## src/dcm_consts.vh

```
// constants shared by the display control mode block
`ifndef DCM_CONSTS_VH
`define DCM_CONSTS_VH
// register byte offsets
`define DCM_OFS_PRIMARY   12'h000
`define DCM_OFS_ALTERNATE 12'h100
`define DCM_OFS_UPDATE    12'h104
`define DCM_OFS_DOTCLK    12'h108
// mode register field positions
`define DCM_SYNC_LO  0
`define DCM_SYNC_HI  1
`define DCM_ESY_BIT  2
`define DCM_SF_BIT   3
`define DCM_B5_BIT   5
`define DCM_ODE_BIT  6
`define DCM_EEQ_BIT  7
`define DCM_SC_LO    8
`define DCM_SC_HI    13
`define DCM_CKS_BIT  15
`define DCM_L0_BIT   16
`define DCM_L1_BIT   17
`define DCM_L2_BIT   18
`define DCM_L3_BIT   19
`define DCM_L4_BIT   20
`define DCM_L5_BIT   21
`define DCM_STOP_BIT 30
`define DCM_DEN_BIT  31
// writable bits of the mode register in alternate format
`define DCM_ALT_MASK    32'hC03FBFEF
// mode register reset value: scaling field 6'h1D
`define DCM_MODE_RESET  32'h00001D00
// update control fields
`define DCM_RUM_BIT  0
`define DCM_RUF_BIT  1
// dot clock control fields
`define DCM_DLY_LO   0
`define DCM_DLY_HI   5
`define DCM_INV_BIT  8
`define DCM_EDGE_BIT 9
`define DCM_POM_BIT  10
`define DCM_DOT_MASK 32'h0000073F
// scaling values treated specially
`define DCM_SC_ZERO     6'h00
`define DCM_SC_PLL_MAX  6'h04
// dot clock delay line depth in system clock periods
`define DCM_DLY_DEPTH 34
`endif

```

## src/dcm_clkdiv.v

```verilog
// dot clock divider working on reference clock enable ticks
`timescale 1ns/1ps
`default_nettype none
`include "dcm_consts.vh"
module dcm_clkdiv (
  // clock and reset
  input  wire       clk_sys,
  input  wire       rst_n,
  // control
  input  wire       ref_tick,
  input  wire [5:0] ratio_m,
  // dot clock
  output reg        dclk_r,
  output wire       dclk_rise,
  output wire       dclk_fall
);
  reg  [5:0] cnt_r;
  wire [6:0] ratio = {1'b0, ratio_m} + 7'h01;
  wire [5:0] half  = ratio[6:1];
  wire       wrap  = (cnt_r == ratio_m);
  wire       undiv = (ratio_m == `DCM_SC_ZERO);
  // undivided dot clock toggles on every tick, so it runs at half the tick rate
  assign dclk_rise = ref_tick & (undiv ? ~dclk_r : wrap);
  assign dclk_fall = ref_tick & (undiv ? dclk_r : (cnt_r == half - 6'h01) & ~wrap);
  always @(posedge clk_sys or negedge rst_n) begin
    if (!rst_n) begin
      cnt_r  <= 6'h00;
      dclk_r <= 1'b0;
    end else if (ref_tick) begin
      cnt_r <= (wrap || cnt_r > ratio_m) ? 6'h00 : cnt_r + 6'h01;
      if (dclk_rise)
        dclk_r <= 1'b1;
      else if (dclk_fall)
        dclk_r <= 1'b0;
    end
  end
endmodule // dcm_clkdiv
`default_nettype wire

```

## src/dcm_dly.v

```verilog
// dot clock delay line counted in system clock periods
`timescale 1ns/1ps
`default_nettype none
`include "dcm_consts.vh"
module dcm_dly #(
  parameter DEPTH = `DCM_DLY_DEPTH
) (
  // clock and reset
  input  wire       clk_sys,
  input  wire       rst_n,
  // delay setting and signal
  input  wire [5:0] dly_code,
  input  wire       sig_in,
  output wire       sig_out
);
  reg  [DEPTH-1:0] sr_r;
  wire [4:0]       tap = dly_code[5:1];
  // 0 adds nothing, code 2k takes tap k, which is k+1 periods late
  assign sig_out = (dly_code == 6'h00) ? sig_in : sr_r[tap];
  always @(posedge clk_sys or negedge rst_n) begin
    if (!rst_n)
      sr_r <= {DEPTH{1'b0}};
    else
      sr_r <= {sr_r[DEPTH-2:0], sig_in};
  end
endmodule // dcm_dly
`default_nettype wire

```

## src/dcm_top.v

```verilog
// display control mode registers, dot clock generation and output gating
`timescale 1ns/1ps
`default_nettype none
`include "dcm_consts.vh"
module dcm_top #(
  parameter AW = 12,
  parameter DW = 24
) (
  // clock and reset
  input  wire          clk_sys,
  input  wire          rst_n,
  input  wire          soft_rst,
  // apb slave
  input  wire [AW-1:0] paddr,
  input  wire          psel,
  input  wire          penable,
  input  wire          pwrite,
  input  wire [31:0]   pwdata,
  input  wire [3:0]    pstrb,
  output wire          pready,
  output wire          pslverr,
  output reg  [31:0]   prdata,
  // timing generator side
  input  wire          vsync_start,
  input  wire          hsync_raw,
  input  wire          vsync_raw,
  input  wire          csync_raw,
  input  wire          equalizing_raw,
  // pixel streams
  input  wire [DW-1:0] stream_a,
  input  wire [DW-1:0] stream_b,
  // pins
  input  wire          dot_clock_in_pin,
  output wire          dot_clock_out_pin,
  output reg           hsync_out,
  output reg           vsync_out,
  output reg           composite_sync_out,
  output reg  [DW-1:0] digital_rgb_out,
  output reg  [DW-1:0] analog_rgb_out,
  // decoded mode
  output reg           scan_interlace,
  output reg           scan_interlace_video,
  output reg           external_timing_enable,
  output reg  [5:0]    layer_enable,
  output wire          dot_tick
);
  function [31:0] merge;
    input [31:0] old;
    input [31:0] nw;
    input [3:0]  strb;
    integer i;
    begin
      merge = old;
      for (i = 0; i < 4; i = i + 1)
        if (strb[i])
          merge[i*8 +: 8] = nw[i*8 +: 8];
    end
  endfunction

  reg  [31:0] mode_r;
  reg  [31:0] mode_act_r;
  reg  [31:0] dot_r;
  reg  [31:0] dot_act_r;
  reg         rum_r;
  reg         ruf_r;
  reg  [31:0] mode_nxt;
  reg  [31:0] prim_view;
  reg  [31:0] wr_prim;
  reg  [31:0] rd_nxt;
  reg  [5:0]  m_eff;
  reg         alt_flip_r;
  reg         pin_s1_r;
  reg         pin_s2_r;
  reg         pin_s3_r;
  reg         pin_lvl_r;

  wire        setup    = psel & ~penable;
  wire        access   = psel & penable;
  wire        hit_prim = (paddr == `DCM_OFS_PRIMARY);
  wire        hit_alt  = (paddr == `DCM_OFS_ALTERNATE);
  wire        hit_upd  = (paddr == `DCM_OFS_UPDATE);
  wire        hit_dot  = (paddr == `DCM_OFS_DOTCLK);
  wire        mapped   = hit_prim | hit_alt | hit_upd | hit_dot;
  wire        wr       = access & pwrite & mapped;
  wire        display_output_enable      = mode_act_r[`DCM_DEN_BIT];
  wire        sf       = mode_act_r[`DCM_SF_BIT];
  wire [5:0]  m_act    = mode_act_r[`DCM_SC_HI:`DCM_SC_LO];
  wire        reference_clock_source      = mode_act_r[`DCM_CKS_BIT];

  // zero wait states: read data is captured in the setup cycle
  assign pready  = 1'b1;
  assign pslverr = access & ~mapped;

  // primary view of the single stored register
  always @* begin
    prim_view = mode_r;
    prim_view[`DCM_L5_BIT] = 1'b0;
    prim_view[`DCM_L4_BIT] = 1'b0;
    prim_view[`DCM_L2_BIT] = mode_r[`DCM_L2_BIT];
    prim_view[`DCM_L3_BIT] = mode_r[`DCM_L4_BIT];
    prim_view[`DCM_SC_HI:`DCM_SC_LO] = {1'b0, mode_r[`DCM_SC_HI:`DCM_SC_LO+1]};
  end

  // primary write translated to alternate format
  always @* begin
    wr_prim = merge(prim_view, pwdata, pstrb);
    mode_nxt = wr_prim & `DCM_ALT_MASK;
    mode_nxt[`DCM_L2_BIT] = wr_prim[`DCM_L2_BIT];
    mode_nxt[`DCM_L3_BIT] = wr_prim[`DCM_L2_BIT];
    mode_nxt[`DCM_L4_BIT] = wr_prim[`DCM_L3_BIT];
    mode_nxt[`DCM_L5_BIT] = wr_prim[`DCM_L3_BIT];
    // top bit of n is ignored; n=0 keeps the undivided code
    if (wr_prim[`DCM_SC_HI-1:`DCM_SC_LO] == 5'h00)
      mode_nxt[`DCM_SC_HI:`DCM_SC_LO] = `DCM_SC_ZERO;
    else
      mode_nxt[`DCM_SC_HI:`DCM_SC_LO] = {wr_prim[`DCM_SC_HI-1:`DCM_SC_LO], 1'b1};
  end

  // read mux
  always @* begin
    rd_nxt = 32'h00000000;
    if (hit_prim)
      rd_nxt = prim_view;
    else if (hit_alt)
      rd_nxt = mode_r;
    else if (hit_upd)
      rd_nxt = {30'h00000000, ruf_r, rum_r};
    else if (hit_dot)
      rd_nxt = dot_r;
  end

  always @(posedge clk_sys or negedge rst_n) begin
    if (!rst_n)
      prdata <= 32'h00000000;
    else if (setup && !pwrite)
      prdata <= rd_nxt;
  end

  // mode register: no soft reset term on purpose
  always @(posedge clk_sys or negedge rst_n) begin
    if (!rst_n)
      mode_r <= `DCM_MODE_RESET;
    else if (wr && hit_prim)
      mode_r <= mode_nxt;
    else if (wr && hit_alt)
      mode_r <= merge(mode_r, pwdata, pstrb) & `DCM_ALT_MASK;
  end

  always @(posedge clk_sys or negedge rst_n) begin
    if (!rst_n)
      dot_r <= 32'h00000000;
    else if (soft_rst)
      dot_r <= 32'h00000000;
    else if (wr && hit_dot)
      dot_r <= merge(dot_r, pwdata, pstrb) & `DCM_DOT_MASK;
  end

  // update control; a new request in the vsync cycle survives the clear
  always @(posedge clk_sys or negedge rst_n) begin
    if (!rst_n) begin
      rum_r <= 1'b0;
      ruf_r <= 1'b0;
    end else if (soft_rst) begin
      rum_r <= 1'b0;
      ruf_r <= 1'b0;
    end else begin
      if (wr && hit_upd && pstrb[0])
        rum_r <= pwdata[`DCM_RUM_BIT];
      if (wr && hit_upd && pstrb[0] && pwdata[`DCM_RUF_BIT] && rum_r)
        ruf_r <= 1'b1;
      else if (vsync_start || !rum_r)
        ruf_r <= 1'b0;
    end
  end

  // active copies that steer the display logic
  always @(posedge clk_sys or negedge rst_n) begin
    if (!rst_n) begin
      mode_act_r <= `DCM_MODE_RESET;
      dot_act_r  <= 32'h00000000;
    end else if (!rum_r || (ruf_r && vsync_start)) begin
      mode_act_r <= mode_r;
      dot_act_r  <= dot_r;
    end
  end

  // dot clock pin synchroniser; stages two and three must agree
  always @(posedge clk_sys or negedge rst_n) begin
    if (!rst_n) begin
      pin_s1_r  <= 1'b0;
      pin_s2_r  <= 1'b0;
      pin_s3_r  <= 1'b0;
      pin_lvl_r <= 1'b0;
    end else begin
      pin_s1_r <= dot_clock_in_pin;
      pin_s2_r <= pin_s1_r;
      pin_s3_r <= pin_s2_r;
      if (pin_s2_r == pin_s3_r)
        pin_lvl_r <= pin_s3_r;
    end
  end

  // pll reference is the system clock itself: one tick every cycle
  wire pin_rise = pin_s2_r & pin_s3_r & ~pin_lvl_r;
  wire ref_tick = reference_clock_source ? pin_rise : 1'b1;

  // pll cannot run ratios 1/1 to 1/5; those fall back to undivided
  always @* begin
    m_eff = m_act;
    if (!reference_clock_source && m_act <= `DCM_SC_PLL_MAX)
      m_eff = `DCM_SC_ZERO;
  end

  wire dclk;
  wire dclk_rise;
  wire dclk_fall;
  wire dclk_dly;

  dcm_clkdiv u_div (
    .clk_sys   (clk_sys),
    .rst_n     (rst_n),
    .ref_tick  (ref_tick),
    .ratio_m   (m_eff),
    .dclk_r    (dclk),
    .dclk_rise (dclk_rise),
    .dclk_fall (dclk_fall)
  );

  dcm_dly #(
    .DEPTH (`DCM_DLY_DEPTH)
  ) u_dly (
    .clk_sys  (clk_sys),
    .rst_n    (rst_n),
    .dly_code (dot_act_r[`DCM_DLY_HI:`DCM_DLY_LO]),
    .sig_in   (dclk),
    .sig_out  (dclk_dly)
  );

  // display with output enable off holds the pin low regardless of inversion
  assign dot_clock_out_pin = display_output_enable & (dclk_dly ^ dot_act_r[`DCM_INV_BIT]);
  assign dot_tick = dclk_rise;

  // sync, layer and mode outputs
  always @(posedge clk_sys or negedge rst_n) begin
    if (!rst_n) begin
      hsync_out              <= 1'b1;
      vsync_out              <= 1'b1;
      composite_sync_out     <= 1'b1;
      scan_interlace         <= 1'b0;
      scan_interlace_video   <= 1'b0;
      external_timing_enable <= 1'b0;
      layer_enable           <= 6'h00;
    end else begin
      // inactive level is the inverse of the active one
      hsync_out          <= (display_output_enable & hsync_raw) ^ ~sf;
      vsync_out          <= (display_output_enable & vsync_raw) ^ ~sf;
      composite_sync_out <= (display_output_enable & (csync_raw | (equalizing_raw & mode_act_r[`DCM_EEQ_BIT]))) ^ ~sf;
      scan_interlace       <= mode_act_r[`DCM_SYNC_HI];
      scan_interlace_video <= mode_act_r[`DCM_SYNC_HI] & mode_act_r[`DCM_SYNC_LO];
      external_timing_enable <= mode_act_r[`DCM_ESY_BIT];
      layer_enable <= display_output_enable ? mode_act_r[`DCM_L5_BIT:`DCM_L0_BIT] : 6'h00;
    end
  end

  // pixel outputs
  wire edge_mode = dot_act_r[`DCM_EDGE_BIT];
  wire parallel  = dot_act_r[`DCM_POM_BIT];

  always @(posedge clk_sys or negedge rst_n) begin
    if (!rst_n) begin
      digital_rgb_out <= {DW{1'b0}};
      analog_rgb_out  <= {DW{1'b0}};
      alt_flip_r      <= 1'b0;
    end else if (!display_output_enable) begin
      digital_rgb_out <= {DW{1'b0}};
      analog_rgb_out  <= {DW{1'b0}};
      alt_flip_r      <= 1'b0;
    end else if (parallel) begin
      alt_flip_r <= 1'b0;
      if (dclk_rise) begin
        digital_rgb_out <= stream_a;
        analog_rgb_out  <= stream_b;
      end
    end else if (edge_mode) begin
      // both edges: stream a on rise, stream b on fall
      alt_flip_r <= 1'b0;
      if (dclk_rise)
        digital_rgb_out <= stream_a;
      else if (dclk_fall)
        digital_rgb_out <= stream_b;
    end else if (dclk_rise) begin
      // single edge multiplex alternates streams on rising edges
      digital_rgb_out <= alt_flip_r ? stream_b : stream_a;
      alt_flip_r      <= ~alt_flip_r;
    end
  end

endmodule // dcm_top
`default_nettype wire

```

## config.mk

```make
export PLATFORM = sky130hd
export DESIGN_NAME = dcm_top
export DESIGN_NICKNAME = d
export VERILOG_FILES = /design/src/dcm_clkdiv.v /design/src/dcm_dly.v /design/src/dcm_top.v
export VERILOG_INCLUDE_DIRS = /design/src
export SDC_FILE = /design/constraint.sdc
export NUM_CORES = 1
export LEC_CHECK = 0
export ABC_CLOCK_PERIOD_IN_PS = 3850
export BUFFER_PORTS_ARGS = -buffer_cell sky130_fd_sc_hd__buf_2
export CELL_PAD_IN_SITES_DETAIL_PLACEMENT = 0
export CELL_PAD_IN_SITES_GLOBAL_PLACEMENT = 2
export CORE_MARGIN = 2
export CORE_UTILIZATION = 31
export DETAILED_ROUTE_END_ITERATION = 6
export PLACE_DENSITY_LB_ADDON = 0.1
export SYNTH_ARGS = -nofsm -noshare
export SYNTH_HDL_FRONTEND = slang
export SYNTH_HIERARCHICAL = 1
export SYNTH_SLANG_ARGS = --single-unit
```

## constraint.sdc

```tcl
create_clock -name clk_sys -period 3.85 [get_ports clk_sys]
set_clock_uncertainty 0.2 [all_clocks]
set_input_delay 1.155 -clock clk_sys [delete_from_list [all_inputs] [get_ports clk_sys]]
set_output_delay 1.155 -clock clk_sys [all_outputs]
set_load 0.005 [all_outputs]
```

==> results.yml, run 1 <==
critical_path:
  cp_data_required_time_ps: 2490
  worstPathArrival_ps: 2540
  rr_startpoint: "mode_act_r[15]$_DFFE_PN0P_"
  path_delay_family: "simple AND/OR/NAND/NOR gates"
  cp-startpoint: "paddr[5]"
  critPathCaptureType: "output port"
  setup.worst_path.start_class: "input port"
  crit_slowest_cell: "or4_4"
  slowest_delay_ps: 520
  critPathMaxFanout: 2
  critical_path_class: "input port to output port"
  path_cells: "buf_6 > or4_4 > or3_1 > o311a_1 > buf_2"
  path_buf_inv: 2
synthesis:
  syn_inst: 756
  yosys_register_bits: 188
  synth.distinct_cells: 78
  async_flop_share_pct: 100
  synth-edff-count: 0
  ys.warnings.count: 6
  syn_area_um2: 8610
  ys.flop_type: "dfrtp_1"
  seq_area_frac_synth_pct: 54.8
  synth_area_leader_cell: "dfrtp_1"
  synth_top_area_share_pct: 51.5
  syn_avg_cell_area_um2: 11.4
  synth_area_leaders: "dfrtp_1 51%, mux2_2 5.0%, nand2_1 4.4%"
clock_tree:
  numClockSinks: 188
  cts.root.buffer_cell: "clkbuf_16"
  htreeDepth: 4
  path_clk_slew_ps: 80
  cts_tree: "built"
  holdBufCountCts: 0
  cts_buffers: 17
  clk_latency_ps: 430
  clockBufferDepth: 2
die:
  die_h_um: 171
  design.core.area_um2: 27100
  num_io_pins: 204
  die_area_um2: 29100
  die_x_um: 171
  fp-row-count: 60
  start_util_pct: 31.8
power:
  worst_ir_drop_vdd_mv: 0.188
  seqPwrFrac_pct: 50.4
  switchingPower_mw: 1.04
  p_clk_share_pct: 44.0
  leakagePower_nw: 5.23
  power_frac_comb_pct: 5.6
  internal_power_mw: 3.01
  power_density_nw_per_um2: 363
  power_mw: 4.05
  swShare_pct: 25.7
route:
  initialDrtViolationCount: 272
  antenna_left: 0
  num_vias: 6629
  via_per_inst: 4.91
  routed_wl_um: 24300
  drc: 0
  dr.pass1.iters: 5
  wire_per_inst_um: 18.0
timing:
  slew_violations: 0
  fin_crit_ps: 3900
  rsz0062_at_grt: "yes"
  whs_ps: 154
  setup_viol: 15
  tightest_slew_ps: 1040
  layout_setup_ws_ps: -45.8
  max_freq_mhz: 257
  hold_viol_final: 0
  period_share_pct: 101
  slew_headroom_pct: 30.4
placement:
  gp_congestion: 0.796
  dp_hpwl_um: 17200
  pre_cts_slack_ps: -226
  io_buffers: 184
  dpl_cell_area_um2: 10100
  dp_cells: 1304
finish:
  synthToLayoutAreaGrowth_pct: 29.4
  n_fill_cell: 2675
  final_area_um2: 11100
  drive_gt1_share_pct: 39.8
  final_cells: 1351
  nNetsFinal: 1084
run:
  cap_violations: 0
global_route:
  grt_pass1_wl_um: 37200
  grt_overflow: 0
  grt_usage_pct: 16.3
  antenna_found_initial: 1
  grt_max_degree: 67
  grt_pass1_vias: 6733
status:
  violations: "negative setup slack"
  status: "finished, violations left"
worst_hold_path:
  min-delay-start: "pin_s1_r$_DFF_PN0_"
  hold_path_class: "flip-flop to flip-flop"
-- worst paths after layout --
kind / end / slack, ps / cells past startpoint
max in group asynchronous: prdata[13]$_DFFE_PN0P_ / 2150 / 2
setup / recovery: pslverr / -50 / 5
hold / removal: pin_s2_r$_DFF_PN0_ / 150 / 0
setup reg to reg: digital_rgb_out[0]$_DFFE_PN0P_ / -20 / 17
hold reg to reg: pin_s2_r$_DFF_PN0_ / 150 / 0
min in group asynchronous: u_dly/sr_r[7]$_DFF_PN0_ / 520 / 1
-- synthesized netlist by cell type, types with 3 or more instances --
library cell and n:
a22oi_1 8, nand3_1 8, and2_1 11, mux4_1 6, nor4_1 10, a211oi_1 3, nand2b_1 5, xor2_1 6
dfrtp_1 177, inv_1 17, nand4_1 14, nand2_1 102, dfstp_2 11, mux2i_1 38, a21oi_1 27, a22o_1 11
mux2_2 38, buf_2 5, clkbuf_1 34, nor3_1 8, buf_4 11, nor2_1 16, or3_1 5, o21ai_0 72
mux2_1 7, a31oi_1 10, or4_1 4, ha_1 11, buf_6 4, xnor2_1 11, a32oi_1 6
-- worst register-to-register path, stage by stage, from the launching register on --
cell      delay, ps
dfrtp_1         400
nor4_4          280
nand2_1         120
and2_4          190
ha_4            170
xnor2_2         120
ha_2            190
and2b_2         200
mux2_4          300
buf_6           140
xnor2_2         120
nand4b_1        130
a31oi_2         130
a21o_1          260
a311oi_4        330
nand2b_4        240
buf_6           180
o21ai_1          80
-- state kept, by name, summed over array words and instances (netlist names), 9 cells and up --
name             count
dot_act_r            9
digital_rgb_out     24
u_dly/sr_r          32
dot_r                9
mode_act_r          19
mode_r              22
prdata              23
analog_rgb_out      24
-- final cells by class --
cell class                      instances  area (um^2)  share of cell area, %
Antenna cell                            1         2.50                 0.0225
Clock buffer                           18          439                   3.94
Clock inverter                         14          165                   1.48
Inverter                               17         66.3                  0.596
Multi-Input combinational cell        502         3820                   34.3
Sequential cell                       188         4720                   42.4
Tap cell                              372          465                   4.18
Timing Repair Buffer                  239         1450                   13.0
-- cells by family (layout without fill, tap and decap cells) --
logic type	count (synthesis)	after routing	synth area share, %
AO/OA/AOI/OAI	162	162	12.1
multiplexers	90	90	12.3
AND/OR/NAND/NOR	210	210	12.6
buffers and inverters	74	288	4.32
adder cells (fa/ha/maj)	12	12	1.72
XOR/XNOR	18	18	2.04
flip-flops	188	188	54.8
other	2	11	0.0873
-- metrics by stage --
step	utilization, %	TNS [ps]
finish	41.1	-257
global route	41.1	-3920
CTS	39.9	-49.9
detailed placement	37.4	-4830
global placement	37.4	-2120
floorplan	-	0
-- metal layers --
metal	global-route usage, %	vias up	share of wire [%]
met5	0	-	0
met4	4.83	0	1.8
met3	3.08	23	4.0
met2	26.2	167	48
met1	22.5	3327	46
li1	-	3112	-
-- power by group through the flow --
stage | sequential, mW | clock, mW | combinational, mW
after floorplan | 2.07 | 0 | 0.0866
after global placement | 2.07 | 0 | 0.218
after detailed placement | 2.08 | 0 | 0.223
after CTS | 2.04 | 1.84 | 0.229
after global routing | 2.04 | 1.93 | 0.253
final | 2.04 | 1.78 | 0.227
-- repair_timing --
item / 4_1_cts / 5_1_grt
setup endpoints to repair: 27 / 51
pin swaps: 5 / 28
resized for setup: 33 / 45
cloned: 0 / 3
buffers inserted: 2 / 9
-- cells in the final DEF, fill, tap and decap left out, types with 8 or more instances in the layout --
cell / instances
buf_2: 182
a22oi_1: 8
conb_1: 10
xnor2_1: 8
inv_1: 15
dfstp_2: 11
and2_1: 8
clkbuf_16: 19
a22o_1: 11
o21ai_1: 15
mux2i_1: 36
a31oi_1: 9
nand4_1: 14
a21oi_1: 26
mux2_2: 37
nor4_1: 8
nand2_1: 102
dfrtp_1: 176
buf_4: 44
o21ai_0: 48
nor2_1: 14
o21ai_2: 9
Note: power is estimated with default switching activity, not from simulation.
==> inputs of run 2 (changes only) <==
--- a/config.mk
+++ b/config.mk
@@ -14,6 +14,7 @@
 export CORE_UTILIZATION = 31
 export DETAILED_ROUTE_END_ITERATION = 6
 export PLACE_DENSITY_LB_ADDON = 0.1
+export RECOVER_POWER = 100
 export SYNTH_ARGS = -nofsm -noshare
 export SYNTH_HDL_FRONTEND = slang
 export SYNTH_HIERARCHICAL = 1
==> results.yml, run 2 (same netlist as run 1, synthesis figures left out) <==
route:
  via_per_inst: 4.91
  num_vias: 6630
  wire_per_inst_um: 18.0
  drc: 0
  initialDrtViolationCount: 285
  dr.pass1.iters: 5
  routed_wl_um: 24400
  antenna_left: 0
critical_path:
  rr_startpoint: "mode_act_r[15]$_DFFE_PN0P_"
  critPathMaxFanout: 2
  setup.worst_path.start_class: "input port"
  cp-startpoint: "paddr[5]"
  critical_path_class: "input port to output port"
  cp_data_required_time_ps: 2490
  worstPathArrival_ps: 2580
  critPathCaptureType: "output port"
global_route:
  grt_pass1_vias: 6733
  grt_pass1_wl_um: 37200
  antenna_found_initial: 1
  grt_usage_pct: 16.3
  grt_overflow: 0
  grt_max_degree: 67
finish:
  max_flop_register: "u_dly/sr_r"
  multi_input_area_um2: 3790
  final_cell_mix: "176 x dfrtp_1, 119 x buf_2, 102 x nand2_1"
  final_common_cell: "dfrtp_1"
  drive_gt1_share_pct: 32.3
  utilization_pct: 40.4
  largest_reg_flops: 32
  final_cells: 1351
  nNetsFinal: 1084
  n_fill_cell: 2714
  synthToLayoutAreaGrowth_pct: 27.4
  reg.largest.list: "u_dly/sr_r x32, analog_rgb_out x24, digital_rgb_out x24"
  seqCellArea_um2: 4720
die:
  die_x_um: 171
  die_area_um2: 29100
  start_util_pct: 31.8
  fp-row-count: 60
  die_h_um: 171
  num_io_pins: 204
  design.core.area_um2: 27100
status:
  violations: "max-capacitance violations, max-slew violations, negative setup slack"
  status: "finished, violations left"
clock_tree:
  path_clk_slew_ps: 80
  cts_buffers: 17
  numClockSinks: 188
  clk_latency_ps: 430
  cts_tree: "built"
  htreeDepth: 4
  cts.root.buffer_cell: "clkbuf_16"
  clockBufferDepth: 2
timing:
  max_freq_mhz: 254
  setup_viol: 15
  fin_crit_ps: 3930
  layout_setup_ws_ps: -83.5
  rsz0062_at_grt: "yes"
  hold_viol_final: 0
  tightest_slew_ps: 1620
  period_share_pct: 102
  slew_violations: 94
  slew_headroom_pct: -7.73
placement:
  dp_cells: 1304
  gp_congestion: 0.796
  dp_hpwl_um: 17200
  io_buffers: 184
power:
  worst_ir_drop_vdd_mv: 0.188
  seqPwrFrac_pct: 50.5
  internal_power_mw: 3.00
  switchingPower_mw: 1.04
  p_clk_share_pct: 44.1
  power_frac_comb_pct: 5.4
  leakagePower_nw: 4.91
  power_density_nw_per_um2: 368
  swShare_pct: 25.8
worst_hold_path:
  hold_path_class: "flip-flop to flip-flop"
  min-delay-start: "pin_s1_r$_DFF_PN0_"
run:
  cap_violations: 2
[run 2: timing repair]
item | in CTS | in global routing
pin swaps | 5 | 28
endpoints found under the hold margin | 0 | 0
hold buffers | 0 | 0
endpoints found under the setup margin | 27 | 51
cloned | 0 | 3
setup buffers | 2 | 9
resized for setup | 33 | 45
[run 2: cell type report]
cell class                 count  area share, %
sequential                   188           43.1
antenna                        1         0.0228
tap                          372           4.25
multi-input combinational    502           34.6
timing repair buffer         239           12.0
clock inverter                14           1.51
inverter                      17          0.605
clock buffer                  18           4.01
[run 2: layer usage]
layer / wire, um / GRT usage [%] / vias up / share of wire, %
met2: 11700 / 26.2 / 178 / 48
met1: 11200 / 22.5 / 3319 / 46
met4: 441 / 4.83 / 0 / 1.8
li1: - / - / 3110 / -
met3: 994 / 3.08 / 23 / 4.1
met5: 0 / 0 / - / 0
[run 2: final timing paths]
check | endpoint | slack [ps] | cells past startpoint
worst max-delay path | pslverr | -80 | 5
worst min-delay path | pin_s2_r$_DFF_PN0_ | 150 | 0
worst max register to register | digital_rgb_out[0]$_DFFE_PN0P_ | -20 | 17
worst min register to register | pin_s2_r$_DFF_PN0_ | 150 | 0
max in group asynchronous | digital_rgb_out[18]$_DFFE_PN0P_ | 370 | 2
min in group asynchronous | u_dly/sr_r[7]$_DFF_PN0_ | 930 | 1
[run 2: metrics by stage]
step                      hold slack, ps  setup slack (ps)  setup TNS (ps)  cell area, um^2  total power, mW
after floorplan                      131              24.2               0             8650             2.15
after global placement               153             -93.1           -2120            10100             2.29
after detailed placement             141              -226           -4830            10100             2.30
after CTS                            158             -49.9           -49.9            10800             4.11
after global routing                 182              -175           -9820            11000             4.22
final                                154             -83.5            -327            11000             4.04
[run 2: critical path, stage by stage]
cell	delay [ps]
clkbuf_1	90
or4_1	560
or3_1	370
o311a_1	280
buf_2	120
[run 2: power groups by stage]
stage          Combinational [mW]  Sequential (mW)  Clock [mW]
2_1_floorplan              0.0866             2.07           0
3_3_place_gp                0.218             2.07           0
3_5_place_dp                0.223             2.08           0
4_1_cts                     0.229             2.04        1.84
5_1_grt                     0.244             2.04        1.93
6_report                    0.219             2.04        1.78
